$ cat src/pkg/cmpc_pkg.sv
// Package holding register map, field layout, timing and carrier types of the comparator control.
package cmpc_pkg;

  // Register byte addresses, one aligned 32-bit word each.
  localparam logic [7:0] OFS_MAIN   = 8'h00;
  localparam logic [7:0] OFS_EDGE   = 8'h04;
  localparam logic [7:0] OFS_MINUS  = 8'h08;
  localparam logic [7:0] OFS_PLUS   = 8'h0C;
  localparam logic [7:0] OFS_MIRROR = 8'h10;
  localparam logic [7:0] OFS_FLAG   = 8'h14;

  // Field positions inside the main control register.
  localparam int BIT_ON   = 7;
  localparam int BIT_RES  = 6;
  localparam int BIT_INV  = 4;
  localparam int BIT_FILT = 3;
  localparam int BIT_RSV  = 2;
  localparam int BIT_HYS  = 1;
  localparam int BIT_SYNC = 0;

  // Field positions inside the edge enable register.
  localparam int BIT_RISE = 1;
  localparam int BIT_FALL = 0;

  // Reset values; the reserved bit comes up set.
  localparam logic [7:0] RST_MAIN  = 8'h04;
  localparam logic [1:0] RST_EDGE  = 2'h0;
  localparam logic [2:0] RST_MINUS = 3'h0;
  localparam logic [3:0] RST_PLUS  = 4'h0;

  // Plus select codes that leave the plus input floating.
  localparam logic [3:0] PLUS_FLOAT_LO = 4'h2;
  localparam logic [3:0] PLUS_FLOAT_HI = 4'h7;

  // AXI4-Lite response codes.
  localparam logic [1:0] RESP_OKAY   = 2'h0;
  localparam logic [1:0] RESP_DECERR = 2'h3;

  // Filter hold time and its cycle count, rounded up, at 8 ns per clock.
  localparam int CLK_PERIOD_NS = 8;
  localparam int HOLD_NS       = 20;
  localparam int HOLD_CYC      = (HOLD_NS + CLK_PERIOD_NS - 1) / CLK_PERIOD_NS;
  localparam int HOLD_W        = 3;

  // Master to slave signals of the register bus.
  typedef struct packed {
    logic        awvalid;
    logic [7:0]  awaddr;
    logic        wvalid;
    logic [31:0] wdata;
    logic [3:0]  wstrb;
    logic        bready;
    logic        arvalid;
    logic [7:0]  araddr;
    logic        rready;
  } cmpc_axi_req_t;

  // Slave to master signals of the register bus.
  typedef struct packed {
    logic        awready;
    logic        wready;
    logic        bvalid;
    logic [1:0]  bresp;
    logic        arready;
    logic        rvalid;
    logic [31:0] rdata;
    logic [1:0]  rresp;
  } cmpc_axi_rsp_t;

  // Controls driven to the analog comparator core.
  typedef struct packed {
    logic       chanEnable;
    logic       inputDeadbandEnable;
    logic [2:0] minusInputSelect;
    logic [3:0] plusInputSelect;
    logic       plusInputFloat;
  } cmpc_ana_t;

endpackage

$ cat src/core/cmpc_regs.sv
// Comparator channel control registers, result path, edge flag and gate timer output.
`timescale 1ns/1ps


module cmpc_regs
  import cmpc_pkg::*;
(
  input  wire logic          clk,
  input  wire logic          rstn,
  input  wire cmpc_axi_req_t axiReq,
  output cmpc_axi_rsp_t      axiRsp,
  input  wire logic          cmpRaw,
  input  wire logic          gateClkSrc,
  output logic               gateOut,
  output logic               compareEventFlag,
  output logic               resultBit,
  output cmpc_ana_t          anaCtl
);

  // Complete state of the block in one record.
  typedef struct packed {
    logic [7:0]      mainReg;
    logic [1:0]      edgeEn;
    logic [2:0]      minusSel;
    logic [3:0]      plusSel;
    logic            rawS1;
    logic            rawS2;
    logic            gtS1;
    logic            gtS2;
    logic            gtPrev;
    logic            filt;
    logic [HOLD_W-1:0] hold;
    logic            resPrev;
    logic            flag;
    logic            gate;
    logic            awHeld;
    logic [7:0]      awAddr;
    logic            wHeld;
    logic [31:0]     wData;
    logic [3:0]      wStrb;
    logic            awRdy;
    logic            wRdy;
    logic            bValid;
    logic [1:0]      bResp;
    logic            arRdy;
    logic            rValid;
    logic [31:0]     rData;
    logic [1:0]      rResp;
    cmpc_ana_t       ana;
  } cmpc_state_t;

  // Reset image; the bus ready lines come up high so a master need not wait.
  localparam cmpc_state_t ST_RST = '{
    mainReg:  RST_MAIN,
    edgeEn:   RST_EDGE,
    minusSel: RST_MINUS,
    plusSel:  RST_PLUS,
    hold:     '0,
    awAddr:   8'h00,
    wData:    32'h0000_0000,
    wStrb:    4'h0,
    awRdy:    1'b1,
    wRdy:     1'b1,
    bResp:    RESP_OKAY,
    arRdy:    1'b1,
    rData:    32'h0000_0000,
    rResp:    RESP_OKAY,
    ana:      '0,
    default:  1'b0
  };

  localparam logic [HOLD_W-1:0] HOLD_LOAD = HOLD_W'(HOLD_CYC);

  cmpc_state_t stQ;
  cmpc_state_t stD;

  // Read data of one register; unmapped offsets are handled by the caller.
  function automatic logic [31:0] readWord(input cmpc_state_t s, input logic [7:0] a);
    logic [31:0] v;
    v = 32'h0000_0000;
    case (a)
      OFS_MAIN: begin
        v[7:0] = s.mainReg;
        v[BIT_RES] = s.filt;
        v[5] = 1'b0;
      end
      OFS_EDGE:   v[1:0] = s.edgeEn;
      OFS_MINUS:  v[2:0] = s.minusSel;
      OFS_PLUS:   v[3:0] = s.plusSel;
      OFS_MIRROR: v[0] = s.filt;
      OFS_FLAG:   v[0] = s.flag;
      default:    v = 32'h0000_0000;
    endcase
    return v;
  endfunction

  // True for every offset that holds a register.
  function automatic logic isMapped(input logic [7:0] a);
    logic m;
    m = 1'b0;
    case (a)
      OFS_MAIN, OFS_EDGE, OFS_MINUS, OFS_PLUS, OFS_MIRROR, OFS_FLAG: m = 1'b1;
      default: m = 1'b0;
    endcase
    return m;
  endfunction

  // Next-state logic for the whole block.
  always_comb begin
    logic cmpSample;
    logic polRes;
    logic rise;
    logic fall;
    logic flagSet;
    logic flagClr;
    logic wrDo;
    logic gtFall;
    cmpSample = 1'b0;
    polRes    = 1'b0;
    rise      = 1'b0;
    fall      = 1'b0;
    flagSet   = 1'b0;
    flagClr   = 1'b0;
    wrDo      = 1'b0;
    gtFall    = 1'b0;
    stD       = stQ;

    // Two-stage synchronisers for the raw compare input and the gate clock.
    stD.rawS1 = cmpRaw;
    stD.rawS2 = stQ.rawS1;
    stD.gtS1  = gateClkSrc;
    stD.gtS2  = stQ.gtS1;

    cmpSample = stQ.mainReg[BIT_ON] & stQ.rawS2;

    polRes = cmpSample ^ stQ.mainReg[BIT_INV];

    // The filter only blocks reversals; a first change passes at once, so it adds no delay.
    if (stQ.mainReg[BIT_FILT]) begin
      if (stQ.hold != '0) begin
        stD.hold = stQ.hold - HOLD_W'(1);
      end else if (polRes != stQ.filt) begin
        stD.filt = polRes;
        stD.hold = HOLD_LOAD - HOLD_W'(1);
      end
    end else begin
      stD.filt = polRes;
      stD.hold = '0;
    end

    stD.resPrev = stQ.filt;
    rise = stQ.filt & ~stQ.resPrev;
    fall = ~stQ.filt & stQ.resPrev;
    flagSet = (rise & stQ.edgeEn[BIT_RISE]) | (fall & stQ.edgeEn[BIT_FALL]);

    // Gate clock falling edge seen on the synchronised copy only.
    stD.gtPrev = stQ.gtS2;
    gtFall = stQ.gtPrev & ~stQ.gtS2;
    if (stQ.mainReg[BIT_SYNC]) begin
      if (gtFall) begin
        stD.gate = stQ.filt;
      end
    end else begin
      stD.gate = stQ.filt;
    end

    // Write address channel capture.
    if (axiReq.awvalid && stQ.awRdy) begin
      stD.awHeld = 1'b1;
      stD.awAddr = axiReq.awaddr;
      stD.awRdy  = 1'b0;
    end

    // Write data channel capture, independent of the address.
    if (axiReq.wvalid && stQ.wRdy) begin
      stD.wHeld = 1'b1;
      stD.wData = axiReq.wdata;
      stD.wStrb = axiReq.wstrb;
      stD.wRdy  = 1'b0;
    end

    // Perform the write once both halves are held.
    wrDo = stQ.awHeld & stQ.wHeld & ~stQ.bValid;
    if (wrDo) begin
      stD.awHeld = 1'b0;
      stD.wHeld  = 1'b0;
      stD.bValid = 1'b1;
      stD.bResp  = isMapped(stQ.awAddr) ? RESP_OKAY : RESP_DECERR;
      // Registers are a byte wide, so only lane zero carries data.
      if (stQ.wStrb[0]) begin
        case (stQ.awAddr)
          OFS_MAIN: begin
            stD.mainReg = stQ.wData[7:0];
            stD.mainReg[BIT_RES] = 1'b0;
            stD.mainReg[5] = 1'b0;
          end
          OFS_EDGE:  stD.edgeEn = stQ.wData[1:0];
          OFS_MINUS: stD.minusSel = stQ.wData[2:0];
          OFS_PLUS:  stD.plusSel = stQ.wData[3:0];
          // Writing a one clears the event flag; zeros leave it alone.
          OFS_FLAG:  flagClr = stQ.wData[0];
          default:   flagClr = 1'b0;
        endcase
      end
    end

    // Release the write channels once the response is taken.
    if (stQ.bValid && axiReq.bready) begin
      stD.bValid = 1'b0;
      stD.awRdy  = 1'b1;
      stD.wRdy   = 1'b1;
    end

    stD.flag = flagSet | (stQ.flag & ~flagClr);

    // Read channel: data is sampled at the edge the address is taken.
    if (axiReq.arvalid && stQ.arRdy) begin
      stD.arRdy  = 1'b0;
      stD.rValid = 1'b1;
      stD.rData  = readWord(stQ, axiReq.araddr);
      stD.rResp  = isMapped(axiReq.araddr) ? RESP_OKAY : RESP_DECERR;
    end
    if (stQ.rValid && axiReq.rready) begin
      stD.rValid = 1'b0;
      stD.arRdy  = 1'b1;
    end

    // Analog controls follow the stored registers one cycle later.
    // Enable to analog core.
    stD.ana.chanEnable = stQ.mainReg[BIT_ON];
    stD.ana.inputDeadbandEnable = stQ.mainReg[BIT_HYS];
    stD.ana.minusInputSelect = stQ.minusSel;
    stD.ana.plusInputSelect = stQ.plusSel;
    stD.ana.plusInputFloat = (stQ.plusSel >= PLUS_FLOAT_LO) &&
                             (stQ.plusSel <= PLUS_FLOAT_HI);
  end

  // State register; a disabled channel still clocks so polarity changes can flag.
  always_ff @(posedge clk or negedge rstn) begin
    if (!rstn) begin
      stQ <= ST_RST;
    end else begin
      stQ <= stD;
    end
  end

  // Outputs straight from the state flip-flops.
  assign axiRsp.awready  = stQ.awRdy;
  assign axiRsp.wready   = stQ.wRdy;
  assign axiRsp.bvalid   = stQ.bValid;
  assign axiRsp.bresp    = stQ.bResp;
  assign axiRsp.arready  = stQ.arRdy;
  assign axiRsp.rvalid   = stQ.rValid;
  assign axiRsp.rdata    = stQ.rData;
  assign axiRsp.rresp    = stQ.rResp;
  assign gateOut          = stQ.gate;
  assign compareEventFlag = stQ.flag;
  assign resultBit        = stQ.filt;
  assign anaCtl           = stQ.ana;

endmodule

$ cat config.mk
export PLATFORM = sky130hd
export DESIGN_NAME = cmpc_regs
export DESIGN_NICKNAME = d
export VERILOG_FILES = /design/src/pkg/cmpc_pkg.sv /design/src/core/cmpc_regs.sv
export SDC_FILE = /design/constraint.sdc
export NUM_CORES = 1
export LEC_CHECK = 0
export BUFFER_PORTS_ARGS = -buffer_cell sky130_fd_sc_hd__buf_2
export CAP_MARGIN = 20
export CORE_ASPECT_RATIO = 1.5
export CORE_MARGIN = 2
export CORE_UTILIZATION = 55
export CTS_BUF_LIST = sky130_fd_sc_hd__clkbuf_4 sky130_fd_sc_hd__clkbuf_8
export DETAILED_ROUTE_END_ITERATION = 16
export MAX_ROUTING_LAYER = met4
export PLACE_DENSITY = 0.91
export SYNTH_ARGS = -nofsm -noshare
export SYNTH_HDL_FRONTEND = slang
export SYNTH_SLANG_ARGS = --single-unit
$ cat constraint.sdc
create_clock -name clk -period 3.2 [get_ports clk]
set_input_delay 0.64 -clock clk [delete_from_list [all_inputs] [get_ports clk]]
set_output_delay 0.64 -clock clk [all_outputs]
set_load 0.005 [all_outputs]
==> results of run 1 <==
## per-stage QoR
step	setup WS, ns	util	hold WS, ns	std cells	instance area (µm²)
after floorplan	1.15	-	0.331	275	3160
after global placement	0.942	0.584	0.334	351	3160
after detailed placement	0.921	0.584	0.337	351	3160
after CTS	1.16	0.627	0.360	367	3390
after global routing	1.12	0.627	0.359	367	3390
final	1.19	0.627	0.354	367	3390
## Yosys cell counts (3+ instances only)
cell type / instances
mux2i_1: 6
inv_1: 10
mux2_2: 33
nand2b_1: 3
a21oi_1: 4
nand2_1: 18
nor2_1: 8
o21ai_0: 10
a22o_1: 3
dfrtp_1: 64
buf_4: 51
dfstp_2: 4
clkbuf_1: 4
## registers in the layout, indices dropped and copies added (netlist names)
name              cells
stQ                  29
axiRsp               14
stD                  12
anaCtl               10
compareEventFlag      1
gateOut               1
resultBit             1
## power by group through the flow
stage / registers, W / clock network, W / logic (W)
after global placement: 0.00122 / 0 / 0.000399
after CTS: 0.00122 / 0.000815 / 0.000422
after global routing: 0.00125 / 0.000857 / 0.000464
after floorplan: 0.00118 / 0 / 0.000385
after detailed placement: 0.00123 / 0 / 0.000421
final: 0.00122 / 0.000794 / 0.000413
## layout make-up
type                       count  area (µm²)  area share
sequential                    68        1710       0.503
multi-input combinational    141        1010       0.298
timing repair buffer          62         315      0.0930
clock buffer                  11         151      0.0446
tap                           70        87.6      0.0258
clock inverter                 5        83.8      0.0247
inverter                      10        37.5      0.0111
## routing by layer
| metal | GRT usage | wire [µm] |
|---|---|---|
| met1 | 0.208 | 1950 |
| met2 | 0.323 | 2740 |
| met3 | 0.0413 | 318 |
| met4 | 0.0993 | 62 |
| met5 | - | 0 |
## final timing paths
| kind | endpoint | startpoint | cells past startpoint |
|---|---|---|---|
| worst max register to register | stD[4] | stQ[88] | 4 |
| min in group asynchronous | anaCtl[3] | rstn | 1 |
| worst min register to register | stQ[107] | stD[107] | 0 |
| worst min-delay path | stQ[107] | stD[107] | 0 |
| worst max-delay path | stD[4] | stQ[88] | 4 |
| max in group asynchronous | axiRsp[40] | rstn | 2 |
## cells by family after synthesis
| logic type | Yosys count | share of synthesized area |
|---|---|---|
| buffers and inverters | 66 | 0.144 |
| AO/OA/AOI/OAI | 28 | 0.0583 |
| AND/OR/NAND/NOR | 45 | 0.0812 |
| XOR/XNOR | 1 | 0.00286 |
| multiplexers | 40 | 0.148 |
| flip-flops | 68 | 0.557 |
| adder cells (fa/ha/maj) | 2 | 0.00816 |
| other | 1 | 0.00122 |
==> out/qor.yml, run 1 <==
critical_path:
  worst_ep_required_time_ns: 3.42
  cp_slowest_cell: "or4_4"
  critPathLaunchType: "flop"
  worstPathCellList: "or4_4 > nor4_4 > and3_2 > mux2_2"
  critical-path-max-stage-delay_ns: 0.57
  crit_arrival_ns: 2.23
  crit_family: "simple AND/OR/NAND/NOR gates"
  critPathBufInv: 0
  critical_path_class: "flop to flop"
  endpoint_kind: "flop"
  rrSetupSlack_ns: 1.19
  cp_max_fo: 4
route:
  vias: 1835
  drt-initial-drc-count: 84
  drc: 0
  drt_pre_antenna_iters: 4
  wl_per_cell_um: 13.8
  via_per_inst: 5.00
  ant_nets: 0
  routed_wl_um: 5070
floorplan:
  initial_core_util: 0.567
  die_h_um: 95.5
  die_w_um: 65.0
  rows: 33
  coreArea_um2: 5410
  die_area_um2: 6200
  pin_count: 115
run_status:
  status: "complete, no violations"
power_and_ir_drop:
  leakagePower_nw: 1.72
  power_switching_w: 0.000658
  switching_share: 0.271
  power_frac_comb: 0.170
  p_seq_frac: 0.503
  ir_drop_uv: 489
  clock_power_share: 0.327
  power_w: 0.00243
  cellPowerDensity_nw_per_um2: 716
  internal_power_w: 0.00177
global_routing:
  grt_pass1_wl_um: 8440
  grt_util_all_layers: 0.190
  antenna_found_initial: 0
  grt_pass1_vias: 1803
  grt_overflow: 0
  grt_max_degree: 39
logic_synthesis:
  ys_async_sr_fraction: 1.00
  yosysUniqueCellTypes: 37
  synth_top_area_frac: 0.522
  synth_flop_cell: "dfrtp_1"
  synth_top_area_cell: "dfrtp_1"
  syn_area_per_cell_um2: 12.2
  synthTopCellsByArea: "dfrtp_1 52%, buf_4 12%, mux2_2 12%"
  ys_seq_area_frac: 0.557
  synth_edf_count: 0
  synth_cells: 251
  synth_area_um2: 3070
  ys.warnings.count: 0
  yosys_register_bits: 68
sta:
  grt_setup_unrepaired: "false"
  slew_headroom: 0.460
  final-max-slew-violation-count: 0
  finalCritPeriodShare: 0.628
  max_freq_mhz: 498
  period_minus_slack_ns: 2.01
  hold_viol: 0
  fin_setup_tns_ns: 0
  worstMarginPinSlew_ns: 0.810
  final-setup-viol-count: 0
  fin_worst_skew_ns: 0.00843
layout:
  final_cell_mix: "64 x dfrtp_1, 60 x buf_2, 33 x mux2_2, 25 x conb_1, 18 x nand2_1"
  final_common_cell: "dfrtp_1"
  drive_gt1_frac: 0.407
  syn_to_final_growth_pct: 10.6
  fillers: 443
  antennaDiodeCount: 0
  final_nets: 355
run:
  maxCapViolations: 0
clock_tree:
  clk_pin_slew_ns: 0.07
  root_buffer: "clkbuf_8"
  cts_tree: "done"
  hold_buffers: 0
  cts_resized: 0
  htree_levels: 3
  clkLatencyLatePin_ns: 0.34
  postCtsSetupRepairBufs: 0
  cts.sinks: 68
  cts_buffers: 9
  cts_max_path_buffers: 2
place:
  dp_hpwl_um: 3870
  place_congestion: 0.794
  port_buffers: 60
hold_path:
  hp-class: "flop to flop"
No activity file was read; power rests on OpenSTA's default activity.
==> run 2: changes to the inputs <==
--- a/config.mk
+++ b/config.mk
@@ -9,11 +9,11 @@
 export CAP_MARGIN = 20
 export CORE_ASPECT_RATIO = 1.5
 export CORE_MARGIN = 2
-export CORE_UTILIZATION = 55
+export CORE_UTILIZATION = 51
 export CTS_BUF_LIST = sky130_fd_sc_hd__clkbuf_4 sky130_fd_sc_hd__clkbuf_8
 export DETAILED_ROUTE_END_ITERATION = 16
 export MAX_ROUTING_LAYER = met4
-export PLACE_DENSITY = 0.91
+export PLACE_DENSITY = 0.85
 export SYNTH_ARGS = -nofsm -noshare
 export SYNTH_HDL_FRONTEND = slang
 export SYNTH_SLANG_ARGS = --single-unit
==> constraint.sdc (replaced) <==
create_clock -name clk -period 1.9 [get_ports clk]
set_input_delay 0.38 -clock clk [delete_from_list [all_inputs] [get_ports clk]]
set_output_delay 0.38 -clock clk [all_outputs]
set_load 0.005 [all_outputs]
==> out/qor.yml, run 2 (synthesis results as in run 1) <==
critical_path:
  worst_ep_required_time_ns: 2.13
  cp_max_fo: 4
  critPathLaunchType: "flop"
  critical_path_class: "flop to flop"
  crit_arrival_ns: 2.12
  endpoint_kind: "flop"
clock_tree:
  cts.sinks: 68
  cts_max_path_buffers: 2
  htree_levels: 3
  cts_tree: "done"
  cts_buffers: 9
  clkLatencyLatePin_ns: 0.35
  clk_pin_slew_ns: 0.07
  root_buffer: "clkbuf_8"
floorplan:
  pin_count: 115
  die_w_um: 67.3
  initial_core_util: 0.530
  die_area_um2: 6660
  rows: 34
  coreArea_um2: 5790
  die_h_um: 99.0
sta:
  max_freq_mhz: 530
  hold_viol: 0
  final-max-slew-violation-count: 0
  grt_setup_unrepaired: "true"
  fin_worst_skew_ns: 0.00768
  final-setup-viol-count: 0
  period_minus_slack_ns: 1.89
  finalCritPeriodShare: 0.993
route:
  drt-initial-drc-count: 48
  drc: 0
  routed_wl_um: 5440
  wl_per_cell_um: 14.4
  vias: 1895
  via_per_inst: 5.03
  drt_pre_antenna_iters: 4
  ant_nets: 0
global_routing:
  grt_util_all_layers: 0.182
  grt_pass1_vias: 1774
  grt_max_degree: 44
  antenna_found_initial: 0
  grt_overflow: 0
  grt_pass1_wl_um: 8470
power_and_ir_drop:
  cellPowerDensity_nw_per_um2: 1220
  leakagePower_nw: 1.79
  ir_drop_uv: 758
  power_w: 0.00429
place:
  place_congestion: 0.789
  port_buffers: 60
  dp_hpwl_um: 3910
layout:
  antennaDiodeCount: 0
  drive_gt1_frac: 0.423
  final_nets: 363
  final_common_cell: "dfrtp_1"
  final_cell_mix: "64 x dfrtp_1, 60 x buf_2, 32 x mux2_2, 25 x conb_1, 17 x nand2_1"
  regMostFlops: "stQ"
  fin_util: 0.608
  syn_to_final_growth_pct: 14.6
  fillers: 459
  largest_reg_flops: 29
run:
  maxCapViolations: 0
hold_path:
  hp-class: "input port to flop"
run_status:
  status: "complete, no violations"
==> run 2: worst paths after layout <==
check	startpoint	end	slack, ns	cells after the start
worst max-delay path	stQ[88]	stD[2]	0.01	4
worst max register to register	stQ[88]	stD[2]	0.01	4
min in group asynchronous	rstn	stQ[93]	0.38	2
max in group asynchronous	rstn	axiRsp[35]	1.04	3
worst min-delay path	cmpRaw	stD[107]	0.14	1
worst min register to register	stD[107]	stQ[107]	0.35	0
==> run 2: metal layers <==
layer | up-vias | track usage | part of all wire | wire length, µm
met4 | 0 | 0.0942 | 0.024 | 132
met3 | 12 | 0.0365 | 0.063 | 343
met2 | 91 | 0.303 | 0.53 | 2870
li1 | 878 | - | - | -
met1 | 914 | 0.200 | 0.39 | 2100
met5 | - | - | 0 | 0
==> run 2: what timing repair did <==
item / 4_1_cts / 5_1_grt
gates cloned: 0 / 0
hold endpoints to repair: 1 / 0
hold buffers: 1 / 0
gates resized for setup: 2 / 2
setup endpoints to repair: 4 / 13
buffers inserted: 1 / 1
==> run 2: per-stage QoR <==
| stage | cells | setup slack [ns] | area, µm² | hold WS, ns | TNS, ns |
|---|---|---|---|---|---|
| after CTS | 376 | 0.0126 | 3500 | 0.125 | 0 |
| final | 377 | 0.0128 | 3520 | 0.139 | 0 |
| after detailed placement | 358 | -0.0741 | 3220 | 0.203 | -0.196 |
| after global routing | 377 | -0.0662 | 3520 | 0.124 | -0.223 |
| after global placement | 358 | -0.0582 | 3220 | 0.207 | -0.171 |
| after floorplan | 275 | 0.0374 | 3160 | 0.0844 | 0 |
==> run 2: worst max-delay path: stages (launching register included) <==
cell     delay (ns)
dfrtp_1        0.38
or4_4          0.55
nor4_4         0.22
and3_4         0.28
mux2_2         0.34
==> run 2: cell type report <==
cell class                 instances  area [µm²]  area share
multi-input combinational        141        1020       0.291
clock inverter                     4        95.1      0.0270
tap                               72        90.1      0.0256
clock buffer                      12         159      0.0452
sequential                        68        1710       0.485
inverter                          10        37.5      0.0107
timing repair buffer              70         403       0.115
==> run 2: power breakdown <==
| group | switching (W) | internal [W] |
|---|---|---|
| clock | 0.000530 | 0.000956 |
| sequential | 0.000272 | 0.00179 |
| combinational | 0.000330 | 0.000415 |
| total | 0.00113 | 0.00316 |
